`src/verilog/wiper_step_map.vh`:
```
// Timing and layout constants for the push-button wiper step control
`ifndef WIPER_STEP_MAP_VH
`define WIPER_STEP_MAP_VH
`define CLK_PERIOD_NS 8
`define DEBOUNCE_MS 20
`define SLOW_STEP_MS 250
`define FAST_STEP_MS 50
`define SLOW_SCAN_MS 1000
`define POWERUP_SETTLE_US 500
`define NS_PER_MS 1000000
`define NS_PER_US 1000
`define DEBOUNCE_CYCLES (`DEBOUNCE_MS * `NS_PER_MS / `CLK_PERIOD_NS)
`define SLOW_STEP_CYCLES (`SLOW_STEP_MS * `NS_PER_MS / `CLK_PERIOD_NS)
`define FAST_STEP_CYCLES (`FAST_STEP_MS * `NS_PER_MS / `CLK_PERIOD_NS)
`define SLOW_SCAN_CYCLES (`SLOW_SCAN_MS * `NS_PER_MS / `CLK_PERIOD_NS)
`define POWERUP_SETTLE_CYCLES (`POWERUP_SETTLE_US * `NS_PER_US / `CLK_PERIOD_NS)
`define TAP_BITS 5
`define TAP_BOTTOM 5'h00
`define TAP_TOP 5'h1f
`endif
```
`src/verilog/wiper_step_control.v`:
```
// Push-button wiper step control with debounce, scan modes and store/recall
`include "wiper_step_map.vh"
`default_nettype none
module wiper_step_control #(
    parameter DEBOUNCE_CYCLES = `DEBOUNCE_CYCLES,
    parameter SLOW_STEP_CYCLES = `SLOW_STEP_CYCLES,
    parameter FAST_STEP_CYCLES = `FAST_STEP_CYCLES,
    parameter SLOW_SCAN_CYCLES = `SLOW_SCAN_CYCLES,
    parameter SETTLE_CYCLES = `POWERUP_SETTLE_CYCLES,
    parameter TAP_BITS = `TAP_BITS
) (
    input wire ref_clk,
    input wire srst,
    input wire clk_en,
    input wire step_up_button_n,
    input wire step_down_button_n,
    input wire store_enable_input_n,
    input wire supply_fail,
    input wire [TAP_BITS-1:0] stored_wiper,
    output reg [TAP_BITS-1:0] wiper,
    output reg wiper_stable,
    output reg store_write,
    output reg [TAP_BITS-1:0] store_data,
    output reg scan_fast
);
    localparam ST_RECALL = 4'h1;
    localparam ST_IDLE = 4'h2;
    localparam ST_SLOW = 4'h4;
    localparam ST_FAST = 4'h8;

    // Two-stage synchronisers; index 0 up, 1 down, 2 store, 3 supply fail
    reg [3:0] sync_a;
    reg [3:0] sync_b;
    always @(posedge ref_clk)
    begin
        if (srst)
        begin
            sync_a <= 4'hf;
            sync_b <= 4'hf;
        end
        else if (clk_en)
        begin
            sync_a <= {~supply_fail, store_enable_input_n, step_down_button_n,
                step_up_button_n};
            sync_b <= sync_a;
        end
    end

    // Debounce: a line counts as low once it has been low for the whole window
    wire [2:0] db_low;
    genvar g;
    generate
        for (g = 0; g < 3; g = g + 1)
        begin : g_db
            reg [31:0] cnt;
            reg low;
            always @(posedge ref_clk)
            begin
                if (srst)
                begin
                    cnt <= 32'h0;
                    low <= 1'b0;
                end
                else if (clk_en)
                begin
                    if (sync_b[g])
                    begin
                        cnt <= 32'h0;
                        low <= 1'b0;
                    end
                    else if (cnt >= DEBOUNCE_CYCLES - 1)
                        low <= 1'b1;
                    else
                        cnt <= cnt + 32'h1;
                end
            end
            assign db_low[g] = low;
        end
    endgenerate

    wire up_held = db_low[0] & ~db_low[1];
    wire down_held = db_low[1] & ~db_low[0];
    wire press = up_held | down_held;
    wire fail = ~sync_b[3];

    // Auto store is chosen by the store line level seen when recall ends
    reg auto_mode;
    reg store_low_seen;
    reg fail_done;
    reg [3:0] state;
    reg [31:0] step_cnt;
    reg [31:0] hold_cnt;
    // Only a manual store press locks stepping; a strapped auto store line must not
    wire store_lock = db_low[2] & ~auto_mode;
    // Step period follows the scan mode held in state
    wire [31:0] step_limit = (state == ST_FAST) ? FAST_STEP_CYCLES - 1 : SLOW_STEP_CYCLES - 1;

    // Saturating neighbour taps; the ends hold rather than wrap
    reg [TAP_BITS-1:0] next_wiper_up;
    reg [TAP_BITS-1:0] next_wiper_down;
    always @*
    begin
        next_wiper_up = wiper;
        next_wiper_down = wiper;
        if (wiper != `TAP_TOP)
        begin
            next_wiper_up = wiper + {{(TAP_BITS-1){1'b0}}, 1'b1};
        end
        if (wiper != `TAP_BOTTOM)
        begin
            next_wiper_down = wiper - {{(TAP_BITS-1){1'b0}}, 1'b1};
        end
    end

    always @(posedge ref_clk)
    begin
        if (srst)
        begin
            state <= ST_RECALL;
            wiper <= `TAP_BOTTOM;
            wiper_stable <= 1'b0;
            step_cnt <= 32'h0;
            hold_cnt <= 32'h0;
            scan_fast <= 1'b0;
            auto_mode <= 1'b0;
            store_low_seen <= 1'b0;
            fail_done <= 1'b0;
            store_write <= 1'b0;
            store_data <= `TAP_BOTTOM;
        end
        else if (clk_en)
        begin
            store_write <= 1'b0;
            case (state)
                ST_RECALL:
                begin
                    wiper <= stored_wiper;
                    if (step_cnt >= SETTLE_CYCLES - 1)
                    begin
                        state <= ST_IDLE;
                        wiper_stable <= 1'b1;
                        // Synchronised level: the debounce window outlasts recall
                        auto_mode <= ~sync_b[2];
                        step_cnt <= 32'h0;
                    end
                    else
                    begin
                        step_cnt <= step_cnt + 32'h1;
                    end
                end
                ST_IDLE:
                begin
                    scan_fast <= 1'b0;
                    hold_cnt <= 32'h0;
                    step_cnt <= 32'h0;
                    // Store line taken low in manual store mode locks out stepping
                    if (press && !store_lock)
                    begin
                        state <= ST_SLOW;
                    end
                end
                ST_SLOW, ST_FAST:
                begin
                    if (!press || store_lock)
                    begin
                        state <= ST_IDLE;
                    end
                    else
                    begin
                        if (hold_cnt < SLOW_SCAN_CYCLES)
                        begin
                            hold_cnt <= hold_cnt + 32'h1;
                        end
                        else
                        begin
                            state <= ST_FAST;
                            scan_fast <= 1'b1;
                        end
                        if (step_cnt >= step_limit)
                        begin
                            step_cnt <= 32'h0;
                            if (up_held)
                                wiper <= next_wiper_up;
                            else if (down_held)
                                wiper <= next_wiper_down;
                        end
                        else
                        begin
                            step_cnt <= step_cnt + 32'h1;
                        end
                    end
                end
                default:
                    state <= ST_IDLE;
            endcase

            // Store paths; wiper only read after recall so stale values never land
            if (state != ST_RECALL)
            begin
                if (auto_mode && db_low[2] && fail && !fail_done)
                begin
                    store_write <= 1'b1;
                    store_data <= wiper;
                    fail_done <= 1'b1;
                end
                if (!fail)
                    fail_done <= 1'b0;
                if (!auto_mode)
                begin
                    if (db_low[2])
                        store_low_seen <= 1'b1;
                    else if (store_low_seen)
                    begin
                        store_low_seen <= 1'b0;
                        store_write <= 1'b1;
                        store_data <= wiper;
                    end
                end
            end
        end
    end
endmodule // wiper_step_control
`default_nettype wire

```
`config.mk`:
```
export PLATFORM = sky130hd
export DESIGN_NAME = wiper_step_control
export DESIGN_NICKNAME = d
export VERILOG_FILES = /design/src/verilog/wiper_step_control.v
export VERILOG_INCLUDE_DIRS = /design/src /design/src/verilog
export SDC_FILE = /design/constraint.sdc
export NUM_CORES = 1
export LEC_CHECK = 0
export BUFFER_PORTS_ARGS = -buffer_cell sky130_fd_sc_hd__buf_2
export CAP_MARGIN = 5
export CORE_MARGIN = 2
export CORE_UTILIZATION = 55
export DETAILED_ROUTE_END_ITERATION = 10
export HOLD_SLACK_MARGIN = 0.03
export PLACE_DENSITY = 0.74
export SYNTH_ARGS = -nofsm -noshare
export SYNTH_HDL_FRONTEND = slang
export SYNTH_SLANG_ARGS = --single-unit
```
`constraint.sdc`:
```
create_clock -name ref_clk -period 3.1 [get_ports ref_clk]
set_input_delay 0 -clock ref_clk [delete_from_list [all_inputs] [get_ports ref_clk]]
set_output_delay 0 -clock ref_clk [all_outputs]
set_load 0.005 [all_outputs]
```
-- Word level (Yosys, flattened, before mapping)
Cells that the tools add are included.
- bits in registers: 191
- output and inout bits: 13
- add/subtract/negate cells: 7
- order comparisons: 6
- eq/ne operators: 19
- mux-type cells: 47
- bitwise logic cells: 10
- reduce and logical (&&, ||, !) cells: 32
- operators with widths (operator ; count):
    2-to-1 mux 32 bit ; 11
    adder 32 x 1 -> 32 bit (second input constant) ; 5
    greater-or-equal comparator 32 x 22 -> 1 bit (second input constant) ; 3
    one-hot mux 32 bit (3 select lines) ; 1
    one-hot mux 32 bit (2 select lines) ; 1
    2-to-1 mux 5 bit ; 10
    greater-or-equal comparator 32 x 16 -> 1 bit (second input constant) ; 1
    greater-or-equal comparator 32 x 25 -> 1 bit ; 1
    less-than comparator 32 x 27 -> 1 bit (second input constant) ; 1
    2-to-1 mux 25 bit ; 1
    inequality test 2 bit (second input constant) ; 9
    2-to-1 mux 1 bit ; 16
    2-to-1 mux 4 bit ; 4
    AND reduction 2 bit ; 7
    inequality test 3 bit (second input constant) ; 4
    one-hot mux 4 bit (3 select lines) ; 1
    AND reduction 3 bit ; 4
    AND reduction 4 bit ; 3
    nonzero test 2 bit ; 6
    one-hot mux 5 bit (2 select lines) ; 1
    AND reduction 7 bit ; 1
    inverter 1 bit ; 6
    adder 5 x 1 -> 5 bit (second input constant) ; 1
    inequality test 5 bit (second input constant) ; 1
    15 further kinds ; 22

-- Logic depth before layout (Yosys ltp)
Gate-level depths: netlist (run 1).
- word-level depth: 8
- depth in mapped cells: 11

-- Worst setup path after synthesis (run 1)
Ideal clock, no wire load.
- path kind: reg-to-reg
- from: register state[0]
- to: register step_cnt[12]
- setup time: 117 ps
- arrival time: 2925 ps
- data required time: 2983 ps
- path slack: 58 ps
- stages on the path, launching flop included: 12
- buffers on the path: 2
- path through: dfxtp_1 > clkbuf_1 > nor4b_2 > inv_1 > ha_1 > nand3_1 > or4_1 > a221oi_1 > a211oi_2 > o31ai_4 > buf_2 > nor2_1
- word-level cells in the longest chain between the ends: 6
- elaborated cells between the ends (all ways): 13
- classes of those cells: 1 x order compare; 5 x eq/ne; 4 x mux; 3 x reduce/logical
- ends and longest elaborated chain (item ; line ; source):
    from (decl) ; wiper_step_control.v:90 ; reg [3:0] state;
    from (signal assigned) ; wiper_step_control.v:119 ; state <= ST_RECALL;
    from (signal assigned) ; wiper_step_control.v:140 ; state <= ST_IDLE;
    from (signal assigned) ; wiper_step_control.v:159 ; state <= ST_SLOW;
    == test 4 bit ; wiper_step_control.v:96, wiper_step_control.v:134 ;
    2-to-1 mux 25 bit ; wiper_step_control.v:96 ; wire [31:0] step_limit = (state == ST_FAST) ? FAST_STEP_CYCLES - 1 : SLOW_STEP_CYCLES - 1;
    greater-or-equal comparator 32 x 25 -> 1 bit ; wiper_step_control.v:179 ; if (step_cnt >= step_limit)
    2-to-1 mux 32 bit ; wiper_step_control.v:179 ;
    2-to-1 mux 32 bit ; wiper_step_control.v:164 ; if (!press || store_lock)
    one-hot mux 32 bit (3 select lines) ; wiper_step_control.v:134 ; case (state)
    to (signal assigned) ; wiper_step_control.v:148 ; step_cnt <= step_cnt + 32'h1;
    to (signal assigned) ; wiper_step_control.v:189 ; step_cnt <= step_cnt + 32'h1;
    to (decl) ; wiper_step_control.v:91 ; reg [31:0] step_cnt;
Several ways; a longest one is shown, not always the timed one. The select of a mux whose other input is x is not followed.
A chain may end at the register's enable or synchronous reset.

-- Worst setup path after layout (run 1)
- from: register state[0]
- to: register step_cnt[23]
Same word-level chain as after synthesis.

==> metrics, run 1 <==
placed cells=1328; Hold Startpoint=clk_en; layout overhead on the synthesized area=12.3%; area of the multi-input gates=0.00505 mm2; total die area=0.0177 mm2; first-pass iteration count of the detailed router=5; Routed wire per std cell=14.8 um; count of state elements after synthesis=191; final setup vio count=0; Leak=3.49 nW; Worst Path Required=3.48 ns; global placement routability congestion=0.844; number of design rule violations left after detail routing=0; Critical Path Start Type=register; count of flip-flops with a built-in enable after synthesis=0; Power Internal=0.00384 W; Net Switching=0.00110 W; Synth warnings=0; XOR/XNOR Fraction of Synth Area=0.0363; stage delay of the slowest cell on the critical path=0.60 ns; Synth Area in Compound Gates=0.176; worst-case hold path end point=sync_b[3]; final non-filler cell total=1374; Skew-Pair Late Insertion Delay=0.44 ns; kind of path behind the tightest hold check=input pin to register; clock root buffer=sky130_fd_sc_hd__clkbuf_16; measured slew at the worst slew-check pin=1.13 ns; data arrival time at the worst-slack endpoint=3.21 ns; combined global-route utilization of all metal layers=0.238; diodes inserted=0; sequential cell area=0.00382 mm2; number of standard cells after synthesis=1112; sequential fraction of design power=0.504; cell with the largest stage delay on the worst path=sky130_fd_sc_hd__a211oi_2; areal power density over the cells=479 mW/mm2; Post-Synth Adder-Cell Area=0.0185; crit path time final=2.84 ns; Hold Fails Final Rpt=0; Max Clock Skew=0.0103 ns; number of CTS-inserted buffers=17; TritonCTS clock tree=built; buffers inserted during post-CTS setup optimization=0; total cell area at the placement stage=0.00954 mm2; Die Span Y=133 um; leading register cell type out of synthesis=sky130_fd_sc_hd__dfxtp_1; net count after synthesis=1137; CTS max path bufs=2; post-CTS clock slew at the launch and capture registers of the worst setup and hold paths=0.07 ns; floorplan row count=47; largest fanout on the critical path=25; Worst VDD drop=0.425 mV; period utilization=0.915; post-route cell area=0.0103 mm2; number of max-slew violations in the final report=0; status=finished, final reports clean; capture point of the worst reg-to-reg path=step_cnt[23]; leading cell types by total area after synthesis=sky130_fd_sc_hd__dfxtp_1 (42%), sky130_fd_sc_hd__a21oi_1 (5.0%), sky130_fd_sc_hd__nor2_1 (4.0%); R2R Path Start=state[0]; count of nets left with antenna violations after detail routing=0; WHS Path Cells=3; horizontal extent of the die=133 um; setup repair after global routing missed its margin=false; share of synthesized registers carrying an async set or reset=0; input/output buffers=24; Avg Cell Area, Syn=8.25 um2; effective utilization at floorplan=0.557; count of vias placed by the detailed router=8212; combinational family with the most area after synthesis=simple AND/OR/NAND/NOR gates; Final nets=1166; area of the core=0.0165 mm2; remaining global-route overflow=0; cell depth of the worst flop-to-flop path=10; I/O pin total=25; total wire length after detailed routing=20400 um; share of synthesized area occupied by flip-flops and latches=0.417; share of total power in combinational logic=0.037; number of fill cells=1465; proportion of netlist area held by the largest area contributor=0.417; type of destination of the critical path=register; vias in the first global route=7585; clock network fraction of design power=0.459; setup TNS=0 ns; crit-path cells=nor4b_2 -> inv_1 -> ha_1 -> a21o_1 -> a41oi_1 -> o221ai_1 -> a211oi_2 -> o31ai_4 -> buf_4 -> nor2_1; simple logic cell fraction of the synthesized area=0.302; multiplexer share of the synthesized area=0.0165; number of buffers and inverters on the critical path=2; first-pass GRT wire length=35100 um; area of the mapped netlist=0.00918 mm2; start point of the critical path=state[0]; post-synthesis cell type with the largest combined area=sky130_fd_sc_hd__dfxtp_1; number of antenna violations at the first check in global routing=0; number of clock sinks=191; HPWL after detailed placement=13900 um; max frequency=353 MHz; sw frac=0.222; Max Cap Violations=0; Final Hold Slack=0.0856 ns; Crit Path Category=register to register; vias per inst=5.98; Slew HR=0.245; end-of-flow core utilization=0.626; pin count of the biggest net entering global routing=42; most used standard cell by instance count after synthesis=sky130_fd_sc_hd__dfxtp_1; synth unique cells=69; cell family with the largest share of critical-path delay=compound AO/OA/AOI/OAI gates; violation count after the first detailed-route iteration=548; fraction of final layout cells with drive strength greater than 1=0.0867; reg2reg setup slack=0.26 ns; top cells by instance count after synthesis=sky130_fd_sc_hd__dfxtp_1 (191), sky130_fd_sc_hd__nor2_1 (99), sky130_fd_sc_hd__nand2_1 (96); H-tree levels=4
==> repair_timing <==
item	4_1_cts	5_1_grt
gates resized for setup	0	2
hold buffers	14	0
endpoints found under the hold margin	14	0
setup endpoints to repair	0	28
==> per-layer routing <==
layer  GRT usage  vias up  routed length [um]
met1       0.308     3873                9590
met4      0.0869        0                 367
li1            -     4156                   -
met3      0.0491       33                 777
met5           0        -                   0
met2       0.396      150                9660
==> state kept, by name, indices dropped and copies added, names as in the netlist <==
name and count:
wiper 5, g_db.low 3, auto_mode 1, fail_done 1, store_write 1, state 4, store_low_seen 1, sync_a 4
g_db.cnt 96, scan_fast 1, hold_cnt 32, step_cnt 32, store_data 5, wiper_stable 1, sync_b 4
==> placed cells by master (no fill, tap or decap), types with 12 or more instances in the layout <==
master                          netlist  routed
sky130_fd_sc_hd__clkbuf_16            0      17
sky130_fd_sc_hd__buf_2                4      24
sky130_fd_sc_hd__nand3_1             56      56
sky130_fd_sc_hd__nand4_1             33      33
sky130_fd_sc_hd__dfxtp_1            191     191
sky130_fd_sc_hd__and4_1              13      13
sky130_fd_sc_hd__a21oi_1             92      91
sky130_fd_sc_hd__nor3_1              28      28
sky130_fd_sc_hd__o211ai_1            17      17
sky130_fd_sc_hd__xnor2_1             29      29
sky130_fd_sc_hd__buf_4                1      22
sky130_fd_sc_hd__and3_1              17      17
sky130_fd_sc_hd__or3_1               49      49
sky130_fd_sc_hd__nor2_1              99      99
sky130_fd_sc_hd__mux2i_1             14      14
sky130_fd_sc_hd__nor4_1              24      24
sky130_fd_sc_hd__ha_1                12      12
sky130_fd_sc_hd__a21o_1              13      13
sky130_fd_sc_hd__o21ai_0             60      59
sky130_fd_sc_hd__and2_1              44      44
sky130_fd_sc_hd__inv_1               28      28
sky130_fd_sc_hd__or4_1               27      27
sky130_fd_sc_hd__nand2_1             96      96
sky130_fd_sc_hd__dlygate4sd3_1        0      14
==> power by group through the flow <==
stage / Clock [W] / Sequential (W) / Combinational, W
after CTS: 0.00230 / 0.00249 / 0.000185
after global placement: 0 / 0.00255 / 0.000166
after global routing: 0.00239 / 0.00249 / 0.000205
final: 0.00227 / 0.00249 / 0.000184
after floorplan: 0 / 0.00254 / 0.000118
after detailed placement: 0 / 0.00255 / 0.000170
==> worst min-delay path, cell delays in order <==
cell,delay [ns]
sky130_fd_sc_hd__buf_2,0.25
sky130_fd_sc_hd__mux2i_1,0.18
sky130_fd_sc_hd__nand2_1,0.06
==> worst max path at each step <==
| stage | endpoint | slack, ns | cells past startpoint |
|---|---|---|---|
| 2_1_floorplan | step_cnt[12] | 0.06 | 11 |
| 4_1_cts | step_cnt[15] | 0.13 | 10 |
| 6_report | step_cnt[23] | 0.26 | 10 |
| 5_1_grt | step_cnt[19] | 0.04 | 10 |
| 3_5_place_dp | step_cnt[23] | 0.14 | 10 |
| 3_3_place_gp | step_cnt[8] | 0.22 | 10 |
==> cell families (layout without fill, tap and decap cells) <==
| logic type | after synthesis | after routing |
|---|---|---|
| adders and majority gates | 13 | 13 |
| buffers and inverters | 80 | 122 |
| and+or+nand+nor | 515 | 515 |
| muxes | 15 | 15 |
| AOI/OAI and AO/OA | 260 | 260 |
| xor gates and xnor gates | 38 | 38 |
| DFF | 191 | 191 |
==> layout make-up <==
| class | instances | share of cell area |
|---|---|---|
| Tap cell | 220 | 0.0267 |
| Clock inverter | 10 | 0.0121 |
| Timing Repair Buffer | 60 | 0.0413 |
| Clock buffer | 22 | 0.0479 |
| Inverter | 30 | 0.0109 |
| Sequential cell | 191 | 0.371 |
| Multi-Input combinational cell | 841 | 0.490 |
==> per-stage QoR <==
step	setup WS, ns	total power (W)
after detailed placement	0.143	0.00272
after global placement	0.216	0.00271
final	0.264	0.00494
after floorplan	0.0577	0.00266
after CTS	0.127	0.00498
after global routing	0.0429	0.00509
Power figures use the tool's default switching activity.
==> run 2, diff against run 1 <==
==> constraint.sdc (replaced) <==
create_clock -name ref_clk -period 3.1 [get_ports ref_clk]
set_input_delay 0.155 -clock ref_clk [delete_from_list [all_inputs] [get_ports ref_clk]]
set_output_delay 0.155 -clock ref_clk [all_outputs]
set_load 0.005 [all_outputs]
==> run 2 against run 1 <==
Against the previous run:
- design area decreased by 1.3%
- clock skew is 0.0014 ns lower
- worst hold slack got worse by 0.043 ns
- routed wire length down 0.75%
- critical path type unchanged
==> metrics, run 2 (synthesis results as in run 1) <==
status=finished, final reports clean; total wire length after detailed routing=20200 um; CTS max path bufs=2; number of antenna violations at the first check in global routing=1; number of clock sinks=191; TritonCTS clock tree=built; commonest non-fill, non-tap cell in the layout=sky130_fd_sc_hd__dfxtp_1; post-route cell area=0.0102 mm2; type of destination of the critical path=register; H-tree levels=4; Die Span Y=133 um; setup TNS=0 ns; Hold Startpoint=supply_fail; effective utilization at floorplan=0.557; total die area=0.0177 mm2; horizontal extent of the die=133 um; post-CTS clock slew at the launch and capture registers of the worst setup and hold paths=0.07 ns; start point of the critical path=state[0]; crit path time final=2.86 ns; R2R Path Start=state[0]; Leak=3.43 nW; combined global-route utilization of all metal layers=0.234; Crit Path Category=register to register; number of CTS-inserted buffers=17; number of max-slew violations in the final report=0; Worst Setup Slack, final=0.237 ns; Max Clock Skew=0.00884 ns; max frequency=349 MHz; HPWL after detailed placement=13800 um; biggest registers after layout=g_db.cnt (96), hold_cnt (32), step_cnt (32); cell with the largest stage delay on the worst path=sky130_fd_sc_hd__or4_1; count of nets left with antenna violations after detail routing=0; setup repair after global routing missed its margin=false; Hold Fails Final Rpt=0; number of design rule violations left after detail routing=0; Critical Path Start Type=register; cell depth of the worst flop-to-flop path=10; input/output buffers=24; buffers inserted during post-CTS setup optimization=0; stage delay of the slowest cell on the critical path=0.42 ns; Final nets=1155; Max Cap Violations=0; total cell area at the placement stage=0.00954 mm2; Routed wire per std cell=14.8 um; measured slew at the worst slew-check pin=1.15 ns; clock root buffer=sky130_fd_sc_hd__clkbuf_16; first-pass iteration count of the detailed router=5; flip-flop count of the largest register, all copies and words added=96; final setup vio count=0; global placement routability congestion=0.860; period utilization=0.924; floorplan row count=47; WHS Path Cells=4; vias in the first global route=7395; pin count of the biggest net entering global routing=42; vias per inst=5.90; Worst Path Required=3.42 ns; worst setup timing slack at the placement stage=0.0802 ns; kind of path behind the tightest hold check=input pin to register; Skew-Pair Late Insertion Delay=0.44 ns; register containing the most flip-flops in the final layout=g_db.cnt; Final Hold Slack=0.0427 ns; remaining global-route overflow=0; largest fanout on the critical path=25; Worst VDD drop=0.424 mV; I/O pin total=25; fraction of final layout cells with drive strength greater than 1=0.0866; area of the core=0.0165 mm2; count of vias placed by the detailed router=8044; diodes inserted=0; violation count after the first detailed-route iteration=475; first-pass GRT wire length=34800 um; number of fill cells=1435; areal power density over the cells=475 mW/mm2; top library cells by usage in the layout, fill and taps aside=sky130_fd_sc_hd__dfxtp_1 (191), sky130_fd_sc_hd__nor2_1 (99), sky130_fd_sc_hd__nand2_1 (96), sky130_fd_sc_hd__a21oi_1 (91), sky130_fd_sc_hd__o21ai_0 (59); data arrival time at the worst-slack endpoint=3.19 ns; Slew HR=0.232; crit-path cells=nor4b_2 -> inv_1 -> ha_1 -> nand3_1 -> or4_1 -> a221oi_2 -> a211oi_4 -> o31ai_4 -> buf_6 -> nor2_1; layout overhead on the synthesized area=10.9%
[run 2: timing repair]
item | in CTS | in global routing
endpoints found under the hold margin | 3 | 0
endpoints found under the setup margin | 0 | 30
resized for setup | 0 | 5
hold buffers | 3 | 0
[run 2: cell type report]
class | instances | area, um2 | area share
multi-input combinational | 841 | 5070 | 0.498
sequential | 191 | 3820 | 0.376
clock buffer | 20 | 447 | 0.0439
timing repair buffer | 49 | 319 | 0.0314
tap | 220 | 275 | 0.0271
clock inverter | 12 | 130 | 0.0128
inverter | 30 | 113 | 0.0111
[run 2: worst paths after layout]
| path | endpoint | slack [ns] |
|---|---|---|
| worst min-delay path | sync_a[3] | 0.04 |
| worst max register to register | step_cnt[24] | 0.24 |
| worst min register to register | scan_fast | 0.45 |
| worst max-delay path | step_cnt[24] | 0.24 |
[run 2: worst max-delay path: cells and delay by family (launching register included)]
kind                       cells  cell delay (ns)
adders and majority gates      1             0.33
AOI/OAI and AO/OA              3             0.77
and+or+nand+nor                4             0.91
DFF                            1             0.32
buffers and inverters          2             0.41
[run 2: layer usage]
metal / wire length (um) / up-vias / part of all wire / GRT usage
li1: - / 4129 / - / -
met1: 9710 / 3765 / 0.48 / 0.313
met2: 9520 / 125 / 0.47 / 0.392
met3: 773 / 23 / 0.038 / 0.0506
met4: 218 / 2 / 0.011 / 0.0479
met5: 13 / - / 0.00064 / 0
[run 2: through the flow]
step / power (W) / util / std cells
6_report: 0.00484 / 0.618 / 1363
5_1_grt: 0.00499 / 0.618 / 1363
3_3_place_gp: 0.00271 / 0.580 / 1328
4_1_cts: 0.00487 / 0.616 / 1363
3_5_place_dp: 0.00271 / 0.580 / 1328
2_1_floorplan: 0.00266 / - / 1112
[run 2: power by group]
group | internal (W) | total, W | switching, W | leakage [nW]
Sequential | 0.00247 | 0.00249 | 0.0000206 | 1.54
Combinational | 0.0000618 | 0.000173 | 0.000111 | 1.61
Clock | 0.00121 | 0.00217 | 0.000960 | 0.281
==> run 3, diff against run 2 <==
Settings changed: CELL_PAD_IN_SITES_DETAIL_PLACEMENT set to 0, CELL_PAD_IN_SITES_GLOBAL_PLACEMENT set to 1, CORE_UTILIZATION 55 to 43, GPL_TIMING_DRIVEN set to 0, PLACE_DENSITY 0.74 to not set, PLACE_DENSITY_LB_ADDON set to 0.1.
==> run 3 against run 2 <==
Against the previous run:
- die area is 27% higher
- via count grew 2.4%
- critical endpoint is now step_cnt[17]
- largest cell class unchanged
- sequential cell count stayed put
- first-iteration DRC count shrank 6.5%
- register-to-register slack lost 0.04 ns
- largest power group unchanged
- core utilization down 12 points
- worst hold slack better by 0.011 ns
- power fell by 0.11%
==> metrics, run 3 (synthesis results as in run 1) <==
cell depth of the worst flop-to-flop path=11; Slew HR=0.441; Worst Setup Slack, final=0.192 ns; worst setup timing slack at the placement stage=-0.743 ns; Max Clock Skew=0.0124 ns; number of CTS-inserted buffers=17; setup TNS=0 ns; flip-flop count of the largest register, all copies and words added=96; count of nets left with antenna violations after detail routing=0; area of the core=0.0210 mm2; reg2reg setup slack=0.19 ns; commonest non-fill, non-tap cell in the layout=sky130_fd_sc_hd__dfxtp_1; Leak=3.44 nW; status=finished, final reports clean; Worst VDD drop=0.301 mV; sequential cell area=0.00383 mm2; Skew-Pair Late Insertion Delay=0.44 ns; Crit Path Category=register to register; number of antenna violations at the first check in global routing=1; Hold Fails Final Rpt=0; kind of path behind the tightest hold check=input pin to register; final setup vio count=0; HPWL after detailed placement=16300 um; count of vias placed by the detailed router=8241; register containing the most flip-flops in the final layout=g_db.cnt; first-pass GRT wire length=39400 um; CTS max path bufs=2; layout overhead on the synthesized area=12.6%; I/O pin total=25; combined global-route utilization of all metal layers=0.216; Critical Path Start Type=register; input/output buffers=24; number of fill cells=2128; Worst Path Required=3.43 ns; post-CTS clock slew at the launch and capture registers of the worst setup and hold paths=0.07 ns; H-tree levels=4; effective utilization at floorplan=0.438; data arrival time at the worst-slack endpoint=3.24 ns; global placement routability congestion=0.771; clock root buffer=sky130_fd_sc_hd__clkbuf_16; Routed wire per std cell=16.3 um; final non-filler cell total=1450; number of max-slew violations in the final report=0; WHS Path Cells=3; Total Power Consumption=0.00483 W; max frequency=344 MHz; period utilization=0.938; horizontal extent of the die=150 um; total wire length after detailed routing=23600 um; biggest registers after layout=g_db.cnt (96), hold_cnt (32), step_cnt (32); floorplan row count=53; setup repair after global routing missed its margin=false; top library cells by usage in the layout, fill and taps aside=sky130_fd_sc_hd__dfxtp_1 (188), sky130_fd_sc_hd__nor2_1 (99), sky130_fd_sc_hd__nand2_1 (96), sky130_fd_sc_hd__a21oi_1 (92), sky130_fd_sc_hd__o21ai_0 (60); number of clock sinks=191; Max Cap Violations=0; areal power density over the cells=468 mW/mm2; violation count after the first detailed-route iteration=444; type of destination of the critical path=register; remaining global-route overflow=0; Final Hold Slack=0.0533 ns; first-pass iteration count of the detailed router=5; measured slew at the worst slew-check pin=0.831 ns; Die Span Y=150 um; area of the multi-input gates=0.00509 mm2; TritonCTS clock tree=built; pin count of the biggest net entering global routing=18; placed cells=1411; crit path time final=2.91 ns; largest fanout on the critical path=7; fraction of final layout cells with drive strength greater than 1=0.0792; vias in the first global route=7625; total die area=0.0225 mm2; vias per inst=5.68; Final nets=1186; number of design rule violations left after detail routing=0
[run 3: cell types whose count changed in the layout (fill, tap and decap cells not counted), sizes merged]
cell and change:
buf -7, bufinv -1, clkbuf +37, clkinv +2, clkinvlp +1, diode +1, inv -1
[run 3: stage by stage]
| stage | instance area [um2] | util |
|---|---|---|
| after floorplan | 9180 | - |
| after global placement | 9640 | 0.460 |
| after detailed placement | 9640 | 0.460 |
| after CTS | 10300 | 0.492 |
| after global routing | 10300 | 0.493 |
| final | 10300 | 0.493 |
[run 3: critical path, stage by stage, from the launching register on]
cell                       delay, ns
sky130_fd_sc_hd__dfxtp_2        0.37
sky130_fd_sc_hd__nor4b_4        0.37
sky130_fd_sc_hd__inv_2          0.14
sky130_fd_sc_hd__ha_1           0.32
sky130_fd_sc_hd__nand3_1        0.07
sky130_fd_sc_hd__or4_1          0.47
sky130_fd_sc_hd__a221oi_4       0.30
sky130_fd_sc_hd__a211oi_4       0.12
sky130_fd_sc_hd__o31ai_4        0.22
sky130_fd_sc_hd__buf_4          0.18
sky130_fd_sc_hd__buf_2          0.17
sky130_fd_sc_hd__nor2_1         0.06
[run 3: final timing paths]
| check | from | end |
|---|---|---|
| worst min register to register | scan_fast | scan_fast |
| worst min-delay path | stored_wiper[2] | wiper[2] |
| worst max register to register | state[2] | step_cnt[17] |
| worst max-delay path | state[2] | step_cnt[17] |
[run 3: metal layers]
metal	wire, um	share of wire	up-vias	track usage
met5	0	0	-	0
met4	207	0.0088	0	0.0425
met3	753	0.032	14	0.0409
met2	10900	0.46	118	0.355
met1	11700	0.50	3912	0.298
li1	-	-	4197	-
[run 3: what timing repair did]
action                                  CTS  global route
hold buffers                              3             0
pin swaps                                 2             3
cloned                                    0             1
setup buffers                             2             2
endpoints found under the hold margin     3             0
endpoints found under the setup margin   37            49
resized for setup                        10             9
[run 3: power breakdown]
group          leakage, nW  internal (W)  switching, W  total, W
clock network        0.267       0.00113       0.00102   0.00215
registers             1.54       0.00247     0.0000193   0.00249
logic                 1.63     0.0000644      0.000131  0.000196
total                 3.44       0.00366       0.00117   0.00483
[run 3: cell type report]
| type | count | share of cell area |
|---|---|---|
| Sequential cell | 191 | 0.370 |
| Tap cell | 275 | 0.0333 |
| Clock buffer | 19 | 0.0419 |
| Buffer | 48 | 0.0197 |
| Timing Repair Buffer | 32 | 0.0183 |
| Inverter | 30 | 0.0109 |
| Clock inverter | 13 | 0.0131 |
| Multi-Input combinational cell | 841 | 0.492 |
| Antenna cell | 1 | 0.000242 |
